$ cat config.mk
export PLATFORM = sky130hd
export DESIGN_NAME = asc_config_regs
export DESIGN_NICKNAME = d
export VERILOG_FILES = /design/src/verilog/asc_pkg.sv /design/src/verilog/asc_scan_seq.sv /design/src/verilog/asc_config_regs.sv
export SDC_FILE = /design/constraint.sdc
export NUM_CORES = 1
export LEC_CHECK = 0
export BUFFER_PORTS_ARGS = -buffer_cell sky130_fd_sc_hd__buf_2
export CAP_MARGIN = 20
export CORE_MARGIN = 3
export CORE_UTILIZATION = 25
export CTS_BUF_LIST = sky130_fd_sc_hd__clkbuf_4 sky130_fd_sc_hd__clkbuf_8
export DETAILED_ROUTE_END_ITERATION = 16
export MAX_ROUTING_LAYER = met4
export PLACE_DENSITY_LB_ADDON = 0.1
export SLEW_MARGIN = 20
export SYNTH_ARGS = -nofsm -noshare
export SYNTH_HDL_FRONTEND = slang
export SYNTH_SLANG_ARGS = --single-unit
$ cat constraint.sdc
create_clock -name ref_clk -period 7 [get_ports ref_clk]
set_input_delay 1.05 -clock ref_clk [delete_from_list [all_inputs] [get_ports ref_clk]]
set_output_delay 1.05 -clock ref_clk [all_outputs]
set_load 0.01 [all_outputs]
$ cat src/verilog/asc_pkg.sv
// Constants for the converter scan configuration register bank
// Function
// - Auto-scan: command reads always carry status
// - Fixed mode: command status undefined, direct none
// - Idle select: 0 standby, 1 sleep, reset sleep
// - Bits 6..4 switch delay before conversion, reset 000
// - Bias field: 0 off, 1 1.5uA, 3 24uA
// - Auto-scan rate table per rate code
// - Fixed-channel rate table, scales with master clock
// - Delay or chopping lowers rate below nominal
// - Fixed select: upper nibble positive, lower negative
// - Fixed select only effective in fixed mode
// - Differential enable n measures pair 2n, 2n+1
// - Single-ended channels measured against common input
// - Sequencer converts only enabled channels, except disabled pair 0 after reset until the first restart or advance
// - Scan select writes reset the channel pointer
// - Direction bit 0 output, 1 input; reset inputs
// - Scan mode select: 0 auto-scan, 1 fixed
// - Status enable: 1 allow, 0 suppress where permitted
package asc_pkg;
    localparam logic [3:0] ADDR_CONV_SETUP = 4'h1;
    localparam logic [3:0] ADDR_FIXED_SEL = 4'h2;
    localparam logic [3:0] ADDR_DIFF_EN = 4'h3;
    localparam logic [3:0] ADDR_SINGLE_LO = 4'h4;
    localparam logic [3:0] ADDR_SINGLE_HI = 4'h5;
    localparam logic [3:0] ADDR_SYS_READ = 4'h6;
    localparam logic [3:0] ADDR_PIN_DIR = 4'h7;

    localparam logic [7:0] RST_CONV_SETUP = 8'h83;
    localparam logic [7:0] RST_FIXED_SEL = 8'h00;
    localparam logic [7:0] RST_DIFF_EN = 8'h00;
    localparam logic [7:0] RST_SINGLE_LO = 8'hff;
    localparam logic [7:0] RST_SINGLE_HI = 8'hff;
    localparam logic [7:0] RST_PIN_DIR = 8'hff;
    localparam logic [7:0] READ_UNMAPPED = 8'h00;

    localparam int IDLE_BIT = 7;
    localparam int DELAY_MSB = 6;
    localparam int DELAY_LSB = 4;
    localparam int BIAS_MSB = 3;
    localparam int BIAS_LSB = 2;
    localparam int RATE_MSB = 1;
    localparam int RATE_LSB = 0;
    localparam int POS_MSB = 7;
    localparam int POS_LSB = 4;
    localparam int NEG_MSB = 3;
    localparam int NEG_LSB = 0;

    localparam logic [1:0] BIAS_OFF = 2'h0;
    localparam logic [1:0] BIAS_1P5 = 2'h1;
    localparam logic [1:0] BIAS_24 = 2'h3;

    localparam int NUM_DIFF = 8;
    localparam int NUM_SINGLE = 16;
    localparam int NUM_CHAN = 24;

    localparam logic [16:0] AUTO_RATE_3 = 17'h0_5cbb;
    localparam logic [16:0] AUTO_RATE_2 = 17'h0_3b13;
    localparam logic [16:0] AUTO_RATE_1 = 17'h0_1818;
    localparam logic [16:0] AUTO_RATE_0 = 17'h0_0727;
    localparam logic [16:0] FIXED_RATE_3 = 17'h1_e848;
    localparam logic [16:0] FIXED_RATE_2 = 17'h0_7a12;
    localparam logic [16:0] FIXED_RATE_1 = 17'h0_1e85;
    localparam logic [16:0] FIXED_RATE_0 = 17'h0_07a1;

    localparam logic [15:0] DELAY_STEP_CYCLES = 16'h0010;

    typedef enum logic [1:0] {
        ASC_ST_IDLE = 2'b01,
        ASC_ST_WAIT = 2'b10
    } asc_state_t;
endpackage

$ cat src/verilog/asc_scan_seq.sv
// Auto-scan channel pointer over the enabled channels
`timescale 1ns/1ps
module asc_scan_seq #(
    parameter int NCH = 24
) (
    input wire logic ref_clk,
    input wire logic resetn,
    input wire logic [NCH-1:0] chan_enable,
    input wire logic restart,
    input wire logic advance,
    output logic [4:0] chan_q,
    output logic chan_valid_q
);
    logic [4:0] first_idx;
    logic [4:0] next_idx;
    logic any_enabled;

    function automatic logic [4:0] next_enabled(
        input logic [4:0] cur,
        input logic [NCH-1:0] en
    );
        logic [4:0] res;
        int idx;
        res = cur;
        for (int i = NCH; i >= 1; i--) begin
            idx = (int'(cur) + i) % NCH;
            if (en[idx]) begin
                res = 5'(idx);
            end
        end
        return res;
    endfunction

    assign any_enabled = |chan_enable;
    assign first_idx = next_enabled(5'(NCH - 1), chan_enable);
    assign next_idx = next_enabled(chan_q, chan_enable);

    always_ff @(posedge ref_clk or negedge resetn) begin
        if (!resetn) begin
            chan_q <= 5'h00;
        end else if (restart) begin
            chan_q <= first_idx;
        end else if (advance) begin
            chan_q <= next_idx;
        end
    end

    always_ff @(posedge ref_clk or negedge resetn) begin
        if (!resetn) begin
            chan_valid_q <= 1'b0;
        end else begin
            chan_valid_q <= any_enabled;
        end
    end
endmodule

$ cat src/verilog/asc_config_regs.sv
// Scan configuration register bank with channel and status control
`timescale 1ns/1ps
module asc_config_regs #(
    parameter logic [15:0] DELAY_STEP = asc_pkg::DELAY_STEP_CYCLES
) (
    input wire logic ref_clk,
    input wire logic resetn,
    input wire logic [3:0] reg_addr,
    input wire logic reg_wr,
    input wire logic reg_rd,
    input wire logic [7:0] reg_wdata,
    output logic [7:0] reg_rdata,
    input wire logic scan_mode_select,
    input wire logic status_enable,
    input wire logic chop_enable,
    input wire logic data_read_start,
    input wire logic data_read_by_command,
    input wire logic convert_request,
    input wire logic channel_advance,
    output logic status_byte_include,
    output logic status_byte_undefined,
    output logic idle_state_select,
    output logic [2:0] switch_delay,
    output logic bias_on_1p5,
    output logic bias_on_24,
    output logic [1:0] rate_select,
    output logic [16:0] nominal_rate_sps,
    output logic rate_below_nominal,
    output logic [3:0] mux_pos_sel,
    output logic [3:0] mux_neg_sel,
    output logic neg_is_common,
    output logic diff_channel,
    output logic channel_valid,
    output logic conversion_start,
    output logic [7:0] gpio_output_enable
);
    import asc_pkg::*;

    logic [7:0] conv_setup_q;
    logic [7:0] fixed_sel_q;
    logic [7:0] diff_en_q;
    logic [7:0] single_lo_q;
    logic [7:0] single_hi_q;
    logic [7:0] pin_dir_q;
    logic [7:0] rdata_q;

    logic wr_conv;
    logic wr_fixed;
    logic wr_diff;
    logic wr_lo;
    logic wr_hi;
    logic wr_sys;
    logic wr_dir;
    logic scan_restart;
    logic restart_q;
    logic [7:0] rdata_d;

    assign wr_conv = reg_wr && (reg_addr == ADDR_CONV_SETUP);
    assign wr_fixed = reg_wr && (reg_addr == ADDR_FIXED_SEL);
    assign wr_diff = reg_wr && (reg_addr == ADDR_DIFF_EN);
    assign wr_lo = reg_wr && (reg_addr == ADDR_SINGLE_LO);
    assign wr_hi = reg_wr && (reg_addr == ADDR_SINGLE_HI);
    assign wr_sys = reg_wr && (reg_addr == ADDR_SYS_READ);
    assign wr_dir = reg_wr && (reg_addr == ADDR_PIN_DIR);
    assign scan_restart = wr_diff || wr_lo || wr_hi || wr_sys;

    // Restart one cycle late so the pointer sees the new enables
    always_ff @(posedge ref_clk or negedge resetn) begin
        if (!resetn) begin
            restart_q <= 1'b0;
        end else begin
            restart_q <= scan_restart;
        end
    end

    always_ff @(posedge ref_clk or negedge resetn) begin
        if (!resetn) begin
            conv_setup_q <= RST_CONV_SETUP;
        end else if (wr_conv) begin
            conv_setup_q <= reg_wdata;
        end
    end

    always_ff @(posedge ref_clk or negedge resetn) begin
        if (!resetn) begin
            fixed_sel_q <= RST_FIXED_SEL;
        end else if (wr_fixed) begin
            fixed_sel_q <= reg_wdata;
        end
    end

    always_ff @(posedge ref_clk or negedge resetn) begin
        if (!resetn) begin
            diff_en_q <= RST_DIFF_EN;
        end else if (wr_diff) begin
            diff_en_q <= reg_wdata;
        end
    end

    always_ff @(posedge ref_clk or negedge resetn) begin
        if (!resetn) begin
            single_lo_q <= RST_SINGLE_LO;
        end else if (wr_lo) begin
            single_lo_q <= reg_wdata;
        end
    end

    always_ff @(posedge ref_clk or negedge resetn) begin
        if (!resetn) begin
            single_hi_q <= RST_SINGLE_HI;
        end else if (wr_hi) begin
            single_hi_q <= reg_wdata;
        end
    end

    always_ff @(posedge ref_clk or negedge resetn) begin
        if (!resetn) begin
            pin_dir_q <= RST_PIN_DIR;
        end else if (wr_dir) begin
            pin_dir_q <= reg_wdata;
        end
    end

    // Register readback
    always_comb begin
        rdata_d = READ_UNMAPPED;
        unique case (reg_addr)
            ADDR_CONV_SETUP: rdata_d = conv_setup_q;
            ADDR_FIXED_SEL: rdata_d = fixed_sel_q;
            ADDR_DIFF_EN: rdata_d = diff_en_q;
            ADDR_SINGLE_LO: rdata_d = single_lo_q;
            ADDR_SINGLE_HI: rdata_d = single_hi_q;
            ADDR_PIN_DIR: rdata_d = pin_dir_q;
            default: rdata_d = READ_UNMAPPED;
        endcase
    end

    always_ff @(posedge ref_clk or negedge resetn) begin
        if (!resetn) begin
            rdata_q <= READ_UNMAPPED;
        end else if (reg_rd) begin
            rdata_q <= rdata_d;
        end
    end

    assign reg_rdata = rdata_q;

    // Status byte inclusion
    logic include_d;
    logic undefined_d;
    logic include_q;
    logic undefined_q;

    assign include_d = scan_mode_select ? data_read_by_command
                                        : (data_read_by_command || status_enable);
    assign undefined_d = scan_mode_select && data_read_by_command;

    always_ff @(posedge ref_clk or negedge resetn) begin
        if (!resetn) begin
            include_q <= 1'b0;
            undefined_q <= 1'b0;
        end else if (data_read_start) begin
            include_q <= include_d;
            undefined_q <= undefined_d;
        end
    end

    assign status_byte_include = include_q;
    assign status_byte_undefined = undefined_q;

    // Conversion setup decode
    logic [1:0] bias_code;
    logic [1:0] rate_code;
    logic [2:0] delay_code;
    logic [16:0] rate_d;
    logic idle_q;
    logic [2:0] delay_q;
    logic bias_1p5_q;
    logic bias_24_q;
    logic [1:0] rate_q;
    logic [16:0] rate_sps_q;
    logic below_q;

    assign bias_code = conv_setup_q[BIAS_MSB:BIAS_LSB];
    assign rate_code = conv_setup_q[RATE_MSB:RATE_LSB];
    assign delay_code = conv_setup_q[DELAY_MSB:DELAY_LSB];

    function automatic logic [16:0] rate_lookup(input logic fixed, input logic [1:0] code);
        logic [16:0] r;
        r = AUTO_RATE_0;
        unique case (code)
            2'h3: r = fixed ? FIXED_RATE_3 : AUTO_RATE_3;
            2'h2: r = fixed ? FIXED_RATE_2 : AUTO_RATE_2;
            2'h1: r = fixed ? FIXED_RATE_1 : AUTO_RATE_1;
            2'h0: r = fixed ? FIXED_RATE_0 : AUTO_RATE_0;
        endcase
        return r;
    endfunction

    assign rate_d = rate_lookup(scan_mode_select, rate_code);

    always_ff @(posedge ref_clk or negedge resetn) begin
        if (!resetn) begin
            idle_q <= 1'b1;
            delay_q <= 3'h0;
            bias_1p5_q <= 1'b0;
            bias_24_q <= 1'b0;
            rate_q <= 2'h3;
            rate_sps_q <= AUTO_RATE_3;
            below_q <= 1'b0;
        end else begin
            idle_q <= conv_setup_q[IDLE_BIT];
            delay_q <= delay_code;
            bias_1p5_q <= (bias_code == BIAS_1P5);
            bias_24_q <= (bias_code == BIAS_24);
            rate_q <= rate_code;
            rate_sps_q <= rate_d;
            below_q <= (delay_code != 3'h0) || chop_enable;
        end
    end

    assign idle_state_select = idle_q;
    assign switch_delay = delay_q;
    assign bias_on_1p5 = bias_1p5_q;
    assign bias_on_24 = bias_24_q;
    assign rate_select = rate_q;
    assign nominal_rate_sps = rate_sps_q;
    assign rate_below_nominal = below_q;

    // Auto-scan sequencer
    logic [NUM_CHAN-1:0] chan_en;
    logic [4:0] seq_chan;
    logic seq_valid;
    logic seq_advance;

    assign chan_en = {single_hi_q, single_lo_q, diff_en_q};
    assign seq_advance = channel_advance && !scan_mode_select;

    asc_scan_seq #(
        .NCH(NUM_CHAN)
    ) u_seq (
        .ref_clk(ref_clk),
        .resetn(resetn),
        .chan_enable(chan_en),
        .restart(restart_q),
        .advance(seq_advance),
        .chan_q(seq_chan),
        .chan_valid_q(seq_valid)
    );

    // Channel to multiplexer selection
    logic seq_is_diff;
    logic [3:0] single_idx;
    logic [3:0] auto_pos;
    logic [3:0] auto_neg;
    logic [3:0] pos_d;
    logic [3:0] neg_d;
    logic common_d;
    logic diff_d;
    logic valid_d;

    assign seq_is_diff = (seq_chan < 5'(NUM_DIFF));
    assign single_idx = 4'(seq_chan - 5'(NUM_DIFF));
    assign auto_pos = seq_is_diff ? {seq_chan[2:0], 1'b0} : single_idx;
    assign auto_neg = seq_is_diff ? {seq_chan[2:0], 1'b1} : 4'h0;
    assign pos_d = scan_mode_select ? fixed_sel_q[POS_MSB:POS_LSB] : auto_pos;
    assign neg_d = scan_mode_select ? fixed_sel_q[NEG_MSB:NEG_LSB] : auto_neg;
    assign common_d = !scan_mode_select && !seq_is_diff;
    assign diff_d = !scan_mode_select && seq_is_diff;
    assign valid_d = scan_mode_select || seq_valid;

    logic [3:0] pos_q;
    logic [3:0] neg_q;
    logic common_q;
    logic diff_q;
    logic valid_q;

    always_ff @(posedge ref_clk or negedge resetn) begin
        if (!resetn) begin
            pos_q <= 4'h0;
            neg_q <= 4'h0;
            common_q <= 1'b0;
            diff_q <= 1'b0;
            valid_q <= 1'b0;
        end else begin
            pos_q <= pos_d;
            neg_q <= neg_d;
            common_q <= common_d;
            diff_q <= diff_d;
            valid_q <= valid_d;
        end
    end

    assign mux_pos_sel = pos_q;
    assign mux_neg_sel = neg_q;
    assign neg_is_common = common_q;
    assign diff_channel = diff_q;
    assign channel_valid = valid_q;

    // Switch delay before conversion start
    asc_state_t state_q;
    asc_state_t state_d;
    logic [18:0] wait_q;
    logic [18:0] wait_d;
    logic [18:0] delay_total;
    logic start_d;
    logic start_q;

    assign delay_total = 19'(delay_code) * 19'(DELAY_STEP);

    always_comb begin
        state_d = state_q;
        wait_d = wait_q;
        start_d = 1'b0;
        unique case (state_q)
            ASC_ST_IDLE: begin
                if (convert_request && valid_d) begin
                    if (delay_total == 19'h0_0000) begin
                        start_d = 1'b1;
                    end else begin
                        wait_d = delay_total - 19'h0_0001;
                        state_d = ASC_ST_WAIT;
                    end
                end
            end
            ASC_ST_WAIT: begin
                if (wait_q == 19'h0_0000) begin
                    start_d = 1'b1;
                    state_d = ASC_ST_IDLE;
                end else begin
                    wait_d = wait_q - 19'h0_0001;
                end
            end
            default: begin
                state_d = ASC_ST_IDLE;
            end
        endcase
    end

    always_ff @(posedge ref_clk or negedge resetn) begin
        if (!resetn) begin
            state_q <= ASC_ST_IDLE;
            wait_q <= 19'h0_0000;
            start_q <= 1'b0;
        end else begin
            state_q <= state_d;
            wait_q <= wait_d;
            start_q <= start_d;
        end
    end

    assign conversion_start = start_q;

    // Pin direction
    logic [7:0] oe_q;

    always_ff @(posedge ref_clk or negedge resetn) begin
        if (!resetn) begin
            oe_q <= 8'h00;
        end else begin
            oe_q <= ~pin_dir_q;
        end
    end

    assign gpio_output_enable = oe_q;
endmodule

==> reports/results.ini <==
[cts]
cts_tree=yes
root_buffer=clkbuf_8
clockBufferDepth=2
clk_latency_ns=0.48
htreeDepth=4
clock-sinks=130
path_clk_slew_ns=0.10
cts_buffers=17
postCtsHoldBufs=0
cts_setup_buffers=0
cts_resized=0

[timing]
hold_viol=0
fin_skew_ns=0.0165
max_freq_mhz=166
slew_headroom_pct=25.3
min_period_ns=6.04
finalCritPeriodShare_pct=86.3
drv_slew=0
fin_setup_tns_ns=0
tightest_slew_ns=1.11
rsz0062_at_grt=no
finalSetupViolCount=0

[final_layout]
largest_reg_flops=19
fillCellCount=5460
finalNetCount=1616
utilization_pct=28.3
syn_to_final_growth_pct=10.4
drive_above_1_share_pct=19.9
max_flop_register=wait_q
ff_latch_area_mm2=0.00331
diodes=0
multi_input_area_mm2=0.00886
fin_area_mm2=0.0144

[floorplan]
rows=82
io_pins=79
dieWidth_um=234
die_area_mm2=0.0547
die_h_um=234
coreArea_mm2=0.0508
initial_core_util_pct=25.6

[detailed_routing]
wl_mm=50.3
drc=0
drt_iter0_drc=1012
vias=12300
viasPerCell=5.53
ant_nets=0
drt-pass1-iter-count=5
wl_per_cell_um=22.6

[placement]
dpl.hpwl_mm=37.9
placed_cell_area_mm2=0.0139
io_buffers=78
gp_congestion=0.932

[worst_setup_path]
timing.rr.start=u_seq.chan_q[2]
worstReg2RegEnd=u_seq.chan_q[0]
critical_path_class=flip-flop to flip-flop
worstSetupEndpoint=u_seq.chan_q[0]
critical_path_required_ns=7.35
crit_arrival_ns=6.39
end_kind=flip-flop
r2r_slack_ns=0.96
startpoint=u_seq.chan_q[2]
critPathLaunchType=flip-flop
reg2regPathDepth=16
cp_max_fo=13

[yosys]
synth_cells=1522
syn_area_mm2=0.0130
synth_cell_types=104
synth_enable_flop_cells=0
ys_ff_latch=130
synth_area_leaders=dfrtp_1 (17%), dfstp_2 (8.3%), ha_1 (5.5%)
yosysMostFrequentCell=o21ai_0
yosysSeqAreaShare_pct=25.4
synth.net_count=1602
synth.top_cell.area_share_pct=17.1
synth_ff_type=dfrtp_1
async_reset_ff_share_pct=100
post-synth-top-area-cell=dfrtp_1
syn_area_per_cell_um2=8.54
synthTopCellsByCount=o21ai_0 (99), nand2_1 (91), dfrtp_1 (89)
synth_warnings=0

[worst_hold_path]
min_delay_path_depth=0
hold_path.class=flip-flop to flip-flop

[grt]
antenna_found_initial=0
grt_use_total_pct=18.9
overflow=0
first_global_vias=11900
grt_max_degree=75
grt_pass1_wl_mm=76.4

[run]
maxCapViolations=0

[status]
status=finished clean

-- cell usage in the layout, fill, tap and decap left out, types with 10 or more instances in the layout --
cell | netlist | layout
a211oi_1 | 31 | 31
a21boi_0 | 13 | 13
a21o_1 | 25 | 25
a21oi_1 | 74 | 74
a22oi_1 | 14 | 14
a31oi_1 | 36 | 36
and2_1 | 17 | 17
and3_1 | 18 | 18
buf_2 | 23 | 77
buf_4 | 7 | 25
clkbuf_8 | 0 | 18
dfrtp_1 | 89 | 85
dfstp_2 | 41 | 41
ha_1 | 57 | 57
inv_1 | 87 | 87
mux2_2 | 54 | 54
mux2i_1 | 55 | 55
mux4_2 | 30 | 30
nand2_1 | 91 | 91
nand2b_1 | 37 | 37
nand3_1 | 43 | 43
nand4_1 | 15 | 15
nor2_1 | 88 | 88
nor2b_1 | 34 | 34
nor3_1 | 31 | 31
nor3b_1 | 12 | 12
nor4_1 | 13 | 12
o211ai_1 | 15 | 15
o21a_1 | 11 | 11
o21ai_0 | 99 | 99
o22ai_1 | 23 | 23
o31ai_1 | 17 | 17
or2_2 | 10 | 10
or3_1 | 13 | 13
xnor2_1 | 23 | 23
-- per-layer routing --
layer  global-route usage [%]  vias to the layer above  wire length [um]
li1                         -                     5768                 -
met1                     25.7                     6105             23500
met2                     29.6                      350             23300
met3                     2.47                       60              2410
met4                     4.71                        0              1120
met5                        -                        -                 0
-- layout make-up --
class                           count  area share, %
Multi-Input combinational cell   1193           61.7
Clock inverter                     14           1.19
Clock buffer                       18           1.73
Inverter                           91           2.38
Timing Repair Buffer              103           4.07
Tap cell                          672           5.86
Sequential cell                   130           23.1
-- worst min path at each step --
| stage | from | end | slack, ns |
|---|---|---|---|
| finish | conv_setup_q[7] | idle_state_select | 0.38 |
| global route | conv_setup_q[7] | idle_state_select | 0.38 |
| CTS | conv_setup_q[7] | idle_state_select | 0.38 |
| detailed placement | conv_setup_q[7] | idle_state_select | 0.37 |
| global placement | conv_setup_q[7] | idle_state_select | 0.37 |
| floorplan | conv_setup_q[7] | idle_state_select | 0.36 |
-- kinds of logic (layout without fill, tap and decap cells) --
logic type | count (synthesis) | after routing | share of synthesized area (%)
simple gates | 462 | 462 | 19.0
compound gates | 498 | 498 | 26.6
fa+ha+maj | 58 | 58 | 5.57
buf+inv | 199 | 226 | 6.53
flops | 130 | 130 | 25.4
mux | 142 | 142 | 14.5
xor+xnor | 33 | 33 | 2.34
-- worst max-delay path, stage by stage (launching register included) --
cell	delay [ns]
dfrtp_1	0.55
inv_1	0.47
ha_1	0.64
a21oi_1	0.31
xnor2_1	0.51
inv_1	0.09
ha_1	0.29
nor2b_1	0.27
nand4_1	0.13
o32a_1	0.24
and3_1	0.17
a311o_1	0.43
or3_4	0.40
nor4b_1	0.52
a41o_1	0.53
a2111oi_0	0.14
nand4bb_1	0.22
-- per-stage QoR --
| step | hold WS [ns] | worst slack [ns] | std cells |
|---|---|---|---|
| after global placement | 0.375 | 1.18 | 2189 |
| final | 0.381 | 0.961 | 2221 |
| after detailed placement | 0.370 | 1.12 | 2189 |
| after CTS | 0.381 | 1.08 | 2221 |
| after floorplan | 0.359 | 2.04 | 1522 |
| after global routing | 0.383 | 0.592 | 2221 |
Power is left out: the tool's default activity adds up to more than one toggle a clock period on the data nets, which glitch-free logic cannot reach.
